--- src/verilog/pipe_ctrl_pkg.sv ---
/*
 * Shared constants and types for the pipeline interlock and bypass control.
 * Assumes a single core clock and one register bus master.
 */
// How it works
// - five stages in order: fetch, execute, memory, align, writeback
// - hardware alone finds and resolves every interlock, no software help
// - interlock terms are evaluated each cycle for all stages holding work
// - interlocks are slips: older stages advance, blocked part holds
// - execute releases an instruction only when all sources are ready
// - execute takes sources from memory or align stage results
// - load data forwards from align only; a load in memory forces a slip
// - an ALU op using the previous ALU result does not slip
// - dependent ALU ops still issue one per clock through forwarding
// - sequential model; system-control hazards are met by enforced spacing
// - usable-bit write seen by dependent coprocessor op one slot later
// - soft interrupt bits: execution sees after 3 slots, fetch after 2
// - compare write clearing timer interrupt takes effect after 4 slots
// - any other system register write needs 2 slots before dependents
// - address space id: probes and memory ops after 1, fetch after 3
// - translation entry write seen by fetch after 3 slots
// - stream write via cache seen by fetch after 3; via store system set
// - status write, incl. error level change, holds later fetches
package pipe_ctrl_pkg;

    // what a system-side instruction writes when it leaves execute
    typedef enum logic [3:0] {
        WR_NONE       = 4'h0,
        WR_USABLE     = 4'h1,
        WR_SOFTINT    = 4'h2,
        WR_COMPARE    = 4'h3,
        WR_OTHER      = 4'h4,
        WR_ADDRESS_SPACE_ID       = 4'h5,
        WR_STATUS     = 4'h6,
        WR_TLB        = 4'h7,
        WR_ISTR_CACHE = 4'h8,
        WR_ISTR_STORE = 4'h9
    } hazard_src_t;

    // operand source for the execute stage
    typedef enum logic [1:0] {
        FWD_REGFILE = 2'h0,
        FWD_FROM_M  = 2'h1,
        FWD_FROM_A  = 2'h2
    } fwd_sel_t;

    // per-stage instruction descriptor; register 0 means no operand
    typedef struct packed {
        logic        valid;
        logic        wr;
        logic [4:0]  dst;
        logic [4:0]  src_a;
        logic [4:0]  src_b;
        logic        load;
        hazard_src_t creates;
        logic [4:0]  needs;
    } instr_t;

    // execution hazard classes (bit index into needs)
    localparam int N_EXEC     = 5;
    localparam int EX_USABLE  = 0;
    localparam int EX_SOFTINT = 1;
    localparam int EX_TIMER   = 2;
    localparam int EX_OTHER   = 3;
    localparam int EX_XLATE   = 4;

    // fetch hazard classes
    localparam int N_FETCH       = 6;
    localparam int FE_SOFTINT    = 0;
    localparam int FE_ADDRESS_SPACE_ID       = 1;
    localparam int FE_TLB        = 2;
    localparam int FE_ISTR_CACHE = 3;
    localparam int FE_STATUS     = 4;
    localparam int FE_ISTR_STORE = 5;

    // spacing in instruction slots
    localparam int SPC_W = 4;
    localparam logic [SPC_W-1:0] SPC_USABLE        = 4'h1;
    localparam logic [SPC_W-1:0] SPC_SOFTINT_EXEC  = 4'h3;
    localparam logic [SPC_W-1:0] SPC_SOFTINT_FETCH = 4'h2;
    localparam logic [SPC_W-1:0] SPC_COMPARE       = 4'h4;
    localparam logic [SPC_W-1:0] SPC_OTHER         = 4'h2;
    localparam logic [SPC_W-1:0] SPC_ADDRESS_SPACE_ID_EXEC     = 4'h1;
    localparam logic [SPC_W-1:0] SPC_ADDRESS_SPACE_ID_FETCH    = 4'h3;
    localparam logic [SPC_W-1:0] SPC_TLB_FETCH     = 4'h3;
    // stream write via cache, and default via store
    localparam logic [SPC_W-1:0] SPC_ISTR_CACHE    = 4'h3;
    localparam logic [SPC_W-1:0] SPC_ISTR_STORE    = 4'h3;
    localparam logic [SPC_W-1:0] SPC_STATUS_FETCH  = 4'h2;

    localparam logic [N_EXEC-1:0][SPC_W-1:0] EXEC_SPACING =
        {SPC_ADDRESS_SPACE_ID_EXEC, SPC_OTHER, SPC_COMPARE, SPC_SOFTINT_EXEC, SPC_USABLE};
    localparam logic [N_FETCH-2:0][SPC_W-1:0] FETCH_SPACING_FIXED =
        {SPC_STATUS_FETCH, SPC_ISTR_CACHE, SPC_TLB_FETCH, SPC_ADDRESS_SPACE_ID_FETCH, SPC_SOFTINT_FETCH};

    // register map, byte addresses
    localparam int             ADDR_W       = 4;
    localparam logic [ADDR_W-1:0] ADDR_CTRL    = 4'h0;
    localparam logic [ADDR_W-1:0] ADDR_STATUS  = 4'h4;
    localparam logic [ADDR_W-1:0] ADDR_SLIPCNT = 4'h8;
    localparam int             CTRL_BYPASS_BIT = 0;
    localparam logic           CTRL_BYPASS_RST = 1'b1;
    localparam int             ST_EXEC_LSB  = 0;
    localparam int             ST_FETCH_LSB = 8;
    localparam int             ST_SLIP_BIT  = 16;
    localparam logic [31:0]    SLIPCNT_RST  = 32'h0000_0000;

endpackage : pipe_ctrl_pkg

--- src/verilog/pipeline_interlock.sv ---
/*
 * Interlock, slip and operand forwarding control for the integer pipe,
 * plus spacing windows for system-control hazards and an Avalon-MM slave.
 * Assumes the fetch unit offers descriptors on the core clock and that
 * the register file writes through in writeback.
 */
`timescale 1ns/1ps
module pipeline_interlock #(
    parameter logic [3:0] ISTR_STORE_SPACING = pipe_ctrl_pkg::SPC_ISTR_STORE
) (
    // clock and reset
    input  wire logic                  CLOCK,
    input  wire logic                  RESETN,
    // fetch side
    input  pipe_ctrl_pkg::instr_t      FETCH_INSTR,
    output logic                       FETCH_READY,
    // pipeline control
    output logic                       E_ADVANCE,
    output logic                       E_SLIP,
    output pipe_ctrl_pkg::fwd_sel_t    FWD_SEL_A,
    output pipe_ctrl_pkg::fwd_sel_t    FWD_SEL_B,
    // writeback
    output logic                       WB_VALID,
    output logic [4:0]                 WB_DST,
    // register bus
    input  wire logic [3:0]            AVS_ADDRESS,
    input  wire logic                  AVS_READ,
    input  wire logic                  AVS_WRITE,
    input  wire logic [31:0]           AVS_WRITEDATA,
    input  wire logic [3:0]            AVS_BYTEENABLE,
    output logic [31:0]                AVS_READDATA,
    output logic                       AVS_WAITREQUEST
);

    localparam logic [pipe_ctrl_pkg::N_FETCH-1:0][pipe_ctrl_pkg::SPC_W-1:0] FETCH_SPACING =
        {ISTR_STORE_SPACING, pipe_ctrl_pkg::FETCH_SPACING_FIXED};

    pipe_ctrl_pkg::instr_t i_q;
    pipe_ctrl_pkg::instr_t e_q;
    pipe_ctrl_pkg::instr_t m_q;
    pipe_ctrl_pkg::instr_t a_q;
    pipe_ctrl_pkg::instr_t w_q;
    logic                                 bypass_en;
    logic [31:0]                          slip_count;
    logic                                 ack;
    logic                                 load_use;
    logic                                 nobyp_wait;
    logic                                 exec_wait;
    logic [pipe_ctrl_pkg::N_EXEC-1:0]     exec_start;
    logic [pipe_ctrl_pkg::N_EXEC-1:0]     exec_busy;
    logic [pipe_ctrl_pkg::N_FETCH-1:0]    fetch_start;
    logic [pipe_ctrl_pkg::N_FETCH-1:0]    fetch_busy;
    logic [31:0]                          next_readdata;

    // older stage p produces src; register 0 is never a dependency
    function automatic logic hits(input logic [4:0] src, input pipe_ctrl_pkg::instr_t p);
        return p.valid && p.wr && (p.dst == src) && (src != 5'h00);
    endfunction : hits

    function automatic pipe_ctrl_pkg::fwd_sel_t pick(input logic [4:0] src,
                                                     input pipe_ctrl_pkg::instr_t m,
                                                     input pipe_ctrl_pkg::instr_t a,
                                                     input logic en);
        pipe_ctrl_pkg::fwd_sel_t sel;
        sel = pipe_ctrl_pkg::FWD_REGFILE;
        if (en && hits(src, m)) begin
            // a load in memory has no data yet; the slip covers it
            sel = m.load ? pipe_ctrl_pkg::FWD_REGFILE : pipe_ctrl_pkg::FWD_FROM_M;
        end else if (en && hits(src, a)) begin
            sel = pipe_ctrl_pkg::FWD_FROM_A;
        end
        return sel;
    endfunction : pick

    // every term below is looked at in every cycle
    // loads forward from align only, so a load in memory blocks
    assign load_use   = m_q.load && (hits(e_q.src_a, m_q) || hits(e_q.src_b, m_q));
    // with forwarding off, wait until the producer reaches writeback
    assign nobyp_wait = !bypass_en && (hits(e_q.src_a, m_q) || hits(e_q.src_b, m_q)
                                    || hits(e_q.src_a, a_q) || hits(e_q.src_b, a_q));
    // system-control dependents wait out their window
    assign exec_wait  = |(e_q.needs & exec_busy);
    // execute releases only with all sources available
    assign E_SLIP     = e_q.valid && (load_use || nobyp_wait || exec_wait);
    assign E_ADVANCE  = e_q.valid && !E_SLIP;
    // fetch is held by hardware while a fetch window is open
    assign FETCH_READY = !E_SLIP && !(|fetch_busy);

    // an ALU result in memory is forwarded, no slip
    assign FWD_SEL_A = pick(e_q.src_a, m_q, a_q, bypass_en);
    assign FWD_SEL_B = pick(e_q.src_b, m_q, a_q, bypass_en);

    // fetch and execute hold together on a slip
    always_ff @(posedge CLOCK or negedge RESETN) begin
        if (!RESETN) begin
            i_q <= '0;
            e_q <= '0;
        end else if (!E_SLIP) begin
            i_q <= (FETCH_READY && FETCH_INSTR.valid) ? FETCH_INSTR : '0;
            e_q <= i_q;
        end
    end

    // older stages always move; a slip puts a bubble in memory
    always_ff @(posedge CLOCK or negedge RESETN) begin
        if (!RESETN) begin
            m_q <= '0;
            a_q <= '0;
            w_q <= '0;
        end else begin
            m_q <= E_SLIP ? '0 : e_q;
            a_q <= m_q;
            w_q <= a_q;
        end
    end

    assign WB_VALID = w_q.valid && w_q.wr;
    assign WB_DST   = w_q.dst;

    // hazard windows start as the writer leaves execute
    always_comb begin
        exec_start  = '0;
        fetch_start = '0;
        if (E_ADVANCE) begin
            unique case (e_q.creates)
                pipe_ctrl_pkg::WR_USABLE: begin
                    exec_start[pipe_ctrl_pkg::EX_USABLE] = 1'b1;
                end
                pipe_ctrl_pkg::WR_SOFTINT: begin
                    exec_start[pipe_ctrl_pkg::EX_SOFTINT]  = 1'b1;
                    fetch_start[pipe_ctrl_pkg::FE_SOFTINT] = 1'b1;
                end
                pipe_ctrl_pkg::WR_COMPARE: begin
                    exec_start[pipe_ctrl_pkg::EX_TIMER] = 1'b1;
                end
                pipe_ctrl_pkg::WR_OTHER: begin
                    exec_start[pipe_ctrl_pkg::EX_OTHER] = 1'b1;
                end
                pipe_ctrl_pkg::WR_ADDRESS_SPACE_ID: begin
                    exec_start[pipe_ctrl_pkg::EX_XLATE]  = 1'b1;
                    fetch_start[pipe_ctrl_pkg::FE_ADDRESS_SPACE_ID]  = 1'b1;
                end
                // status is also an ordinary register for execution
                pipe_ctrl_pkg::WR_STATUS: begin
                    exec_start[pipe_ctrl_pkg::EX_OTHER]   = 1'b1;
                    fetch_start[pipe_ctrl_pkg::FE_STATUS] = 1'b1;
                end
                pipe_ctrl_pkg::WR_TLB: begin
                    fetch_start[pipe_ctrl_pkg::FE_TLB] = 1'b1;
                end
                pipe_ctrl_pkg::WR_ISTR_CACHE: begin
                    fetch_start[pipe_ctrl_pkg::FE_ISTR_CACHE] = 1'b1;
                end
                pipe_ctrl_pkg::WR_ISTR_STORE: begin
                    fetch_start[pipe_ctrl_pkg::FE_ISTR_STORE] = 1'b1;
                end
                default: begin
                end
            endcase
        end
    end

    // one window per hazard class
    for (genvar g = 0; g < pipe_ctrl_pkg::N_EXEC; g++) begin : g_exec
        hazard_window #(
            .SPC_W   (pipe_ctrl_pkg::SPC_W),
            .SPACING (pipe_ctrl_pkg::EXEC_SPACING[g])
        ) u_win (
            .clk   (CLOCK),
            .rst_n (RESETN),
            .start (exec_start[g]),
            .busy  (exec_busy[g])
        );
    end
    for (genvar g = 0; g < pipe_ctrl_pkg::N_FETCH; g++) begin : g_fetch
        hazard_window #(
            .SPC_W   (pipe_ctrl_pkg::SPC_W),
            .SPACING (FETCH_SPACING[g])
        ) u_win (
            .clk   (CLOCK),
            .rst_n (RESETN),
            .start (fetch_start[g]),
            .busy  (fetch_busy[g])
        );
    end

    // bus: one wait cycle, then the answer; write lands on the ack edge
    assign AVS_WAITREQUEST = (AVS_READ || AVS_WRITE) && !ack;
    always_ff @(posedge CLOCK or negedge RESETN) begin
        if (!RESETN) begin
            ack <= 1'b0;
        end else begin
            ack <= (AVS_READ || AVS_WRITE) && !ack;
        end
    end

    // control register; only the low byte lane carries a field
    always_ff @(posedge CLOCK or negedge RESETN) begin
        if (!RESETN) begin
            bypass_en <= pipe_ctrl_pkg::CTRL_BYPASS_RST;
        end else if (AVS_WRITE && ack && AVS_ADDRESS == pipe_ctrl_pkg::ADDR_CTRL
                     && AVS_BYTEENABLE[0]) begin
            bypass_en <= AVS_WRITEDATA[pipe_ctrl_pkg::CTRL_BYPASS_BIT];
        end
    end

    // slip counter; a slip in the clearing cycle still counts
    always_ff @(posedge CLOCK or negedge RESETN) begin
        if (!RESETN) begin
            slip_count <= pipe_ctrl_pkg::SLIPCNT_RST;
        end else if (AVS_WRITE && ack && AVS_ADDRESS == pipe_ctrl_pkg::ADDR_SLIPCNT) begin
            slip_count <= {31'h0000_0000, E_SLIP};
        end else if (E_SLIP) begin
            slip_count <= slip_count + 32'h0000_0001;
        end
    end

    // read mux; unmapped addresses read zero
    always_comb begin
        next_readdata = 32'h0000_0000;
        unique case (AVS_ADDRESS)
            pipe_ctrl_pkg::ADDR_CTRL: begin
                next_readdata[pipe_ctrl_pkg::CTRL_BYPASS_BIT] = bypass_en;
            end
            pipe_ctrl_pkg::ADDR_STATUS: begin
                next_readdata[pipe_ctrl_pkg::ST_EXEC_LSB +: pipe_ctrl_pkg::N_EXEC] = exec_busy;
                next_readdata[pipe_ctrl_pkg::ST_FETCH_LSB +: pipe_ctrl_pkg::N_FETCH] = fetch_busy;
                next_readdata[pipe_ctrl_pkg::ST_SLIP_BIT] = E_SLIP;
            end
            pipe_ctrl_pkg::ADDR_SLIPCNT: begin
                next_readdata = slip_count;
            end
            default: begin
            end
        endcase
    end

    // data captured in the wait cycle so it stands on the ack edge
    always_ff @(posedge CLOCK or negedge RESETN) begin
        if (!RESETN) begin
            AVS_READDATA <= 32'h0000_0000;
        end else if (AVS_READ && !ack) begin
            AVS_READDATA <= next_readdata;
        end
    end

    // checks
    a_stage_order: assert property (@(posedge CLOCK) disable iff (!RESETN)
        (!E_SLIP [*2]) |-> ##3 (w_q == $past(i_q, 4)))
        else $error("instruction did not reach writeback in stage order");
    a_slip_bubble: assert property (@(posedge CLOCK) disable iff (!RESETN)
        E_SLIP |=> (e_q == $past(e_q)) && !m_q.valid && (a_q == $past(m_q)))
        else $error("slip did not hold execute and bubble memory");
    a_load_slip: assert property (@(posedge CLOCK) disable iff (!RESETN)
        (e_q.valid && m_q.load && hits(e_q.src_a, m_q)) |-> E_SLIP && !E_ADVANCE)
        else $error("load result used from memory stage");
    a_alu_chain: assert property (@(posedge CLOCK) disable iff (!RESETN)
        (e_q.valid && bypass_en && !exec_wait && !m_q.load && hits(e_q.src_a, m_q)
         && !hits(e_q.src_b, m_q)) |-> !E_SLIP && FWD_SEL_A == pipe_ctrl_pkg::FWD_FROM_M)
        else $error("dependent ALU op slipped");
    a_younger_wins: assert property (@(posedge CLOCK) disable iff (!RESETN)
        (bypass_en && !m_q.load && hits(e_q.src_a, m_q) && hits(e_q.src_a, a_q))
        |-> FWD_SEL_A == pipe_ctrl_pkg::FWD_FROM_M)
        else $error("older align result chosen over memory");
    a_align_forward: assert property (@(posedge CLOCK) disable iff (!RESETN)
        (bypass_en && !hits(e_q.src_b, m_q) && hits(e_q.src_b, a_q))
        |-> FWD_SEL_B == pipe_ctrl_pkg::FWD_FROM_A)
        else $error("align result not forwarded");
    a_usable_gap: assert property (@(posedge CLOCK) disable iff (!RESETN)
        exec_start[pipe_ctrl_pkg::EX_USABLE] ##1
        (e_q.valid && e_q.needs[pipe_ctrl_pkg::EX_USABLE]) |-> E_SLIP)
        else $error("coprocessor op ran right after usable bit write");
    a_softint_gap: assert property (@(posedge CLOCK) disable iff (!RESETN)
        E_ADVANCE && e_q.creates == pipe_ctrl_pkg::WR_SOFTINT
        |=> exec_busy[pipe_ctrl_pkg::EX_SOFTINT] [*3])
        else $error("soft interrupt window shorter than three slots");
    a_timer_gap: assert property (@(posedge CLOCK) disable iff (!RESETN)
        exec_start[pipe_ctrl_pkg::EX_TIMER] |=> exec_busy[pipe_ctrl_pkg::EX_TIMER] [*4])
        else $error("timer window shorter than four slots");
    a_tlb_fetch: assert property (@(posedge CLOCK) disable iff (!RESETN)
        fetch_start[pipe_ctrl_pkg::FE_TLB] |=> !FETCH_READY [*3])
        else $error("fetch resumed early after translation write");
    a_exec_guard: assert property (@(posedge CLOCK) disable iff (!RESETN)
        E_ADVANCE |-> !(|(e_q.needs & exec_busy)) && !load_use)
        else $error("instruction left execute with operands unready");

    c_load_slip: cover property (@(posedge CLOCK) disable iff (!RESETN) load_use && E_SLIP);
    c_fwd_m:     cover property (@(posedge CLOCK) disable iff (!RESETN)
        E_ADVANCE && FWD_SEL_A == pipe_ctrl_pkg::FWD_FROM_M);
    c_fetch_hold: cover property (@(posedge CLOCK) disable iff (!RESETN)
        (|fetch_busy) && FETCH_INSTR.valid);
    c_bus_read:  cover property (@(posedge CLOCK) disable iff (!RESETN)
        AVS_READ && !AVS_WAITREQUEST);

endmodule : pipeline_interlock

--- src/verilog/hazard_window.sv ---
/*
 * One spacing window: after a start pulse it stays busy for SPACING cycles.
 * Assumes every cycle moves one slot (instruction or bubble) out of execute.
 */
`timescale 1ns/1ps
module hazard_window #(
    parameter int                SPC_W   = 4,
    parameter logic [SPC_W-1:0]  SPACING = 4'h1
) (
    // clock and reset
    input  wire logic clk,
    input  wire logic rst_n,
    // window control
    input  wire logic start,
    output logic      busy
);

    logic [SPC_W-1:0] remain;

    // a restart reloads; the pipe never halts, so slots equal cycles
    always_ff @(posedge clk or negedge rst_n) begin
        if (!rst_n) begin
            remain <= '0;
        end else if (start) begin
            remain <= SPACING;
        end else if (remain != '0) begin
            remain <= remain - 1'b1;
        end
    end

    assign busy = (remain != '0);

endmodule : hazard_window

--- config.mk ---
export PLATFORM = sky130hd
export DESIGN_NAME = pipeline_interlock
export DESIGN_NICKNAME = d
export VERILOG_FILES = /design/src/verilog/pipe_ctrl_pkg.sv /design/src/verilog/pipeline_interlock.sv /design/src/verilog/hazard_window.sv
export SDC_FILE = /design/constraint.sdc
export NUM_CORES = 1
export LEC_CHECK = 0
export BUFFER_PORTS_ARGS = -buffer_cell sky130_fd_sc_hd__buf_2
export CAP_MARGIN = 5
export CORE_ASPECT_RATIO = 0.8
export CORE_MARGIN = 1.5
export CORE_UTILIZATION = 52
export DETAILED_ROUTE_END_ITERATION = 8
export HOLD_SLACK_MARGIN = 0.05
export PLACE_DENSITY = 0.71
export SLEW_MARGIN = 0
export SYNTH_ARGS = -nofsm -noshare
export SYNTH_HDL_FRONTEND = slang
export SYNTH_SLANG_ARGS = --single-unit
--- constraint.sdc ---
create_clock -name CLOCK -period 3.6 [get_ports CLOCK]
set_input_delay 0.54 -clock CLOCK [delete_from_list [all_inputs] [get_ports CLOCK]]
set_output_delay 0.54 -clock CLOCK [all_outputs]
set_load 0.05 [all_outputs]
==> results_dict.tcl <==
set metrics [dict create \
    status "finished clean" \
    worst_slack_ns 0.03797 \
    crit_buf_inv 4 \
    wl_um 18120 \
    die_area_sq_um 17270 \
    cp_top_family "simple AND/OR/NAND/NOR gates" \
    yosysTopAreaCell "dfrtp_1" \
    cp_slowest_stage_delay_ns 0.39 \
    clock_path_buffers 2 \
    worstHoldPathType "primary input to asynchronous set/reset pin" \
    die_y_um 117.8 \
    core_area_sq_um 15950 \
    synth_top_area_share_pct 54.01 \
    clk_latency_ns 0.45 \
    finalSetupTns_ns 0 \
    max_clock_freq_mhz 280.7 \
    hpwl_um 12360 \
    slowest_stage "or3b_4" \
    tightestPinTransition_ns 1.046 \
    nFillCells 1353 \
    rsz0062_at_grt "yes" \
    clk_pin_slew_worst_paths_ns 0.07 \
    fin_cells 1168 \
    cts_max_level 4 \
    multi_input_area_sq_um 3576 \
    final-max-slew-violation-count 0 \
    yosys_warnings 0 \
    power_w 0.006254 \
    synth_area_per_cell_sq_um 9.876 \
    syn_to_final_growth_pct 14.39 \
    cts_tree "done" \
    syn_area_sq_um 8572 \
    drtAntennaViolNets 0 \
    synth-main-ff-cell "dfrtp_1" \
    startpoint_type "register" \
    place_ws_ns 0.1946 \
    cellPowerDensity_nw_per_um2 637.8 \
    holdBufCountCts 0 \
    cts_inserted_buffers 17 \
    vdd_ir_drop_max_mv 0.3779 \
    grt_overflow_total 0 \
    vias 6407 \
    endpoint_kind "primary output" \
    crit_arrival_ns 3.02 \
    drive_above_1_share_pct 16.37 \
    p_leak_nw 4.653 \
    drt_iter0_drc 458 \
    cts_root_buffer "clkbuf_16" \
    path_max_fanout 5 \
    finalHoldViolations 0 \
    skew_ns 0.01293 \
    max_slew_margin_pct 30.27 \
    fin_crit_ns 3.562 \
    cts.sinks 186 \
    synth-edff-count 0 \
    nets 1026 \
    crit_path_cell_trace "inv_1 -> ha_4 -> or3b_4 -> a222oi_1 -> buf_4 -> nand2_2 -> and2_4 -> nor3_4 -> inv_2 -> nor4b_4 -> buf_6" \
    avgViaCountPerCell 5.485 \
    yosysUniqueCellTypes 61 \
    grt_max_degree 84 \
    fin_area_sq_um 9806 \
    postPlaceCellArea_sq_um 9175 \
    mostFrequentLayoutCells "dfrtp_1, nand2_1, buf_2" \
    first_pass_iters 5 \
    num_rows 41 \
    fp.dieW_um 146.5 \
    grt_pass1_wl_um 31080 \
    layout_commonest_cell "dfrtp_1" \
    gp_congestion 0.7953 \
    grt_pass1_vias 6174 \
    async_reset_ff_share_pct 100.0 \
    crit_type "register to primary output" \
    setup-violations-final 0 \
    place_inst 1133 \
    routedWlPerCell_um 15.51 \
    antenna_cells 0 \
    ys_ff_latch 186 \
    ioPinCount 117 \
    start_util_pct 53.73 \
    synth_nets 954 \
    syn-instance-count 868 \
    synth_top_cells_by_area "dfrtp_1, nand2_1, a21oi_1, xnor2_1, o21ai_0" \
    grtUsageTotal_pct 22.68 \
    io_buffers 82 \
    remaining_drc_errors 0 \
    regArea_sq_um 4656 \
    cp_data_required_time_ns 3.06 \
    antenna_found_initial 0 \
    fin_crit_sh_pct 98.95 \
    drv_cap 0 \
    ys_seq_area_share_pct 54.31 \
]
[cell type report]
| type | instances | area share (%) |
|---|---|---|
| flip-flops and latches | 186 | 47.48 |
| clock buffers | 18 | 4.377 |
| clock inverters | 14 | 1.353 |
| multi-input cells | 598 | 36.47 |
| repair buffers | 101 | 6.201 |
| well taps | 215 | 2.743 |
| inverters | 36 | 1.378 |
[per-layer routing]
layer	vias to the layer above	track usage [%]	routed length, um
met5	-	0	0
met4	0	5.366	172
met3	19	5.233	725
met2	131	34.77	8262
met1	3089	32.82	8956
li1	3168	-	-
[cell usage after synthesis, drive strengths merged (2+ instances only)]
library cell	n
dfrtp	185
nand2	158
a21oi	56
o21ai	46
nor2	42
inv	36
xnor2	29
a22o	26
clkbuf	26
buf	22
or3	22
nand3	21
or4	19
nand2b	16
ha	15
nor3	15
nand4	14
and2	13
o31ai	13
and3	11
nand3b	9
a22oi	7
nor3b	7
xor2	7
nor2b	5
or3b	5
a211o	3
a211oi	3
a21o	3
a31o	3
and4	3
nor4	3
nor4b	3
o211ai	3
a31oi	2
and4b	2
nand4b	2
[cell families (layout without fill, tap and decap cells)]
logic type      after synthesis  count (layout)  synth area share, %
simple gates                372             372                22.11
mux                           1               1               0.1314
flops                       186             186                54.31
fa+ha+maj                    15              15                2.189
buf+inv                      84             169                4.466
compound gates              174             174                13.11
xor+xnor                     36              36                3.678
[what timing repair did]
action	4_1_cts	5_1_grt
setup buffers	2	1
gates resized for setup	8	5
pin swaps	2	4
endpoints found under the setup margin	2	2
[through the flow]
stage                     hold WS, ns  util [%]
after CTS                      0.1473     61.27
after floorplan                0.2444         -
after global placement         0.3603     57.51
final                          0.1199     61.46
after detailed placement       0.3619     57.51
after global routing           0.1720     61.46
[registers in the layout, summed over array words and instances, names as in the netlist]
name / cells
e_q: 27
WB_DST: 5
bypass_en: 1
g_exec.u_win.remain: 20
w_q: 2
i_q: 27
slip_count: 32
AVS_READDATA: 32
m_q: 8
ack: 1
g_fetch.u_win.remain: 24
a_q: 7
[power breakdown]
part	internal, W	switching, W
sequential	0.00249	0.000379
clock	0.000916	0.000889
combinational	0.000704	0.000873
total	0.00411	0.00214
[worst paths after layout]
| path | from | end | slack (ns) | cells after the start |
|---|---|---|---|---|
| max | g_exec[3].u_win.remain[0] | FETCH_READY | 0.04 | 11 |
| min | RESETN | AVS_READDATA[11] | 0.12 | 1 |
| max reg2reg | g_exec[3].u_win.remain[0] | i_q[14] | 0.36 | 12 |
| min reg2reg | m_q[26] | a_q[26] | 0.38 | 0 |
| max in group asynchronous | RESETN | AVS_READDATA[20] | 2.68 | 2 |
| min in group CLOCK | FETCH_INSTR[23] | i_q[23] | 0.30 | 2 |
Power figures use the tool's default switching activity.
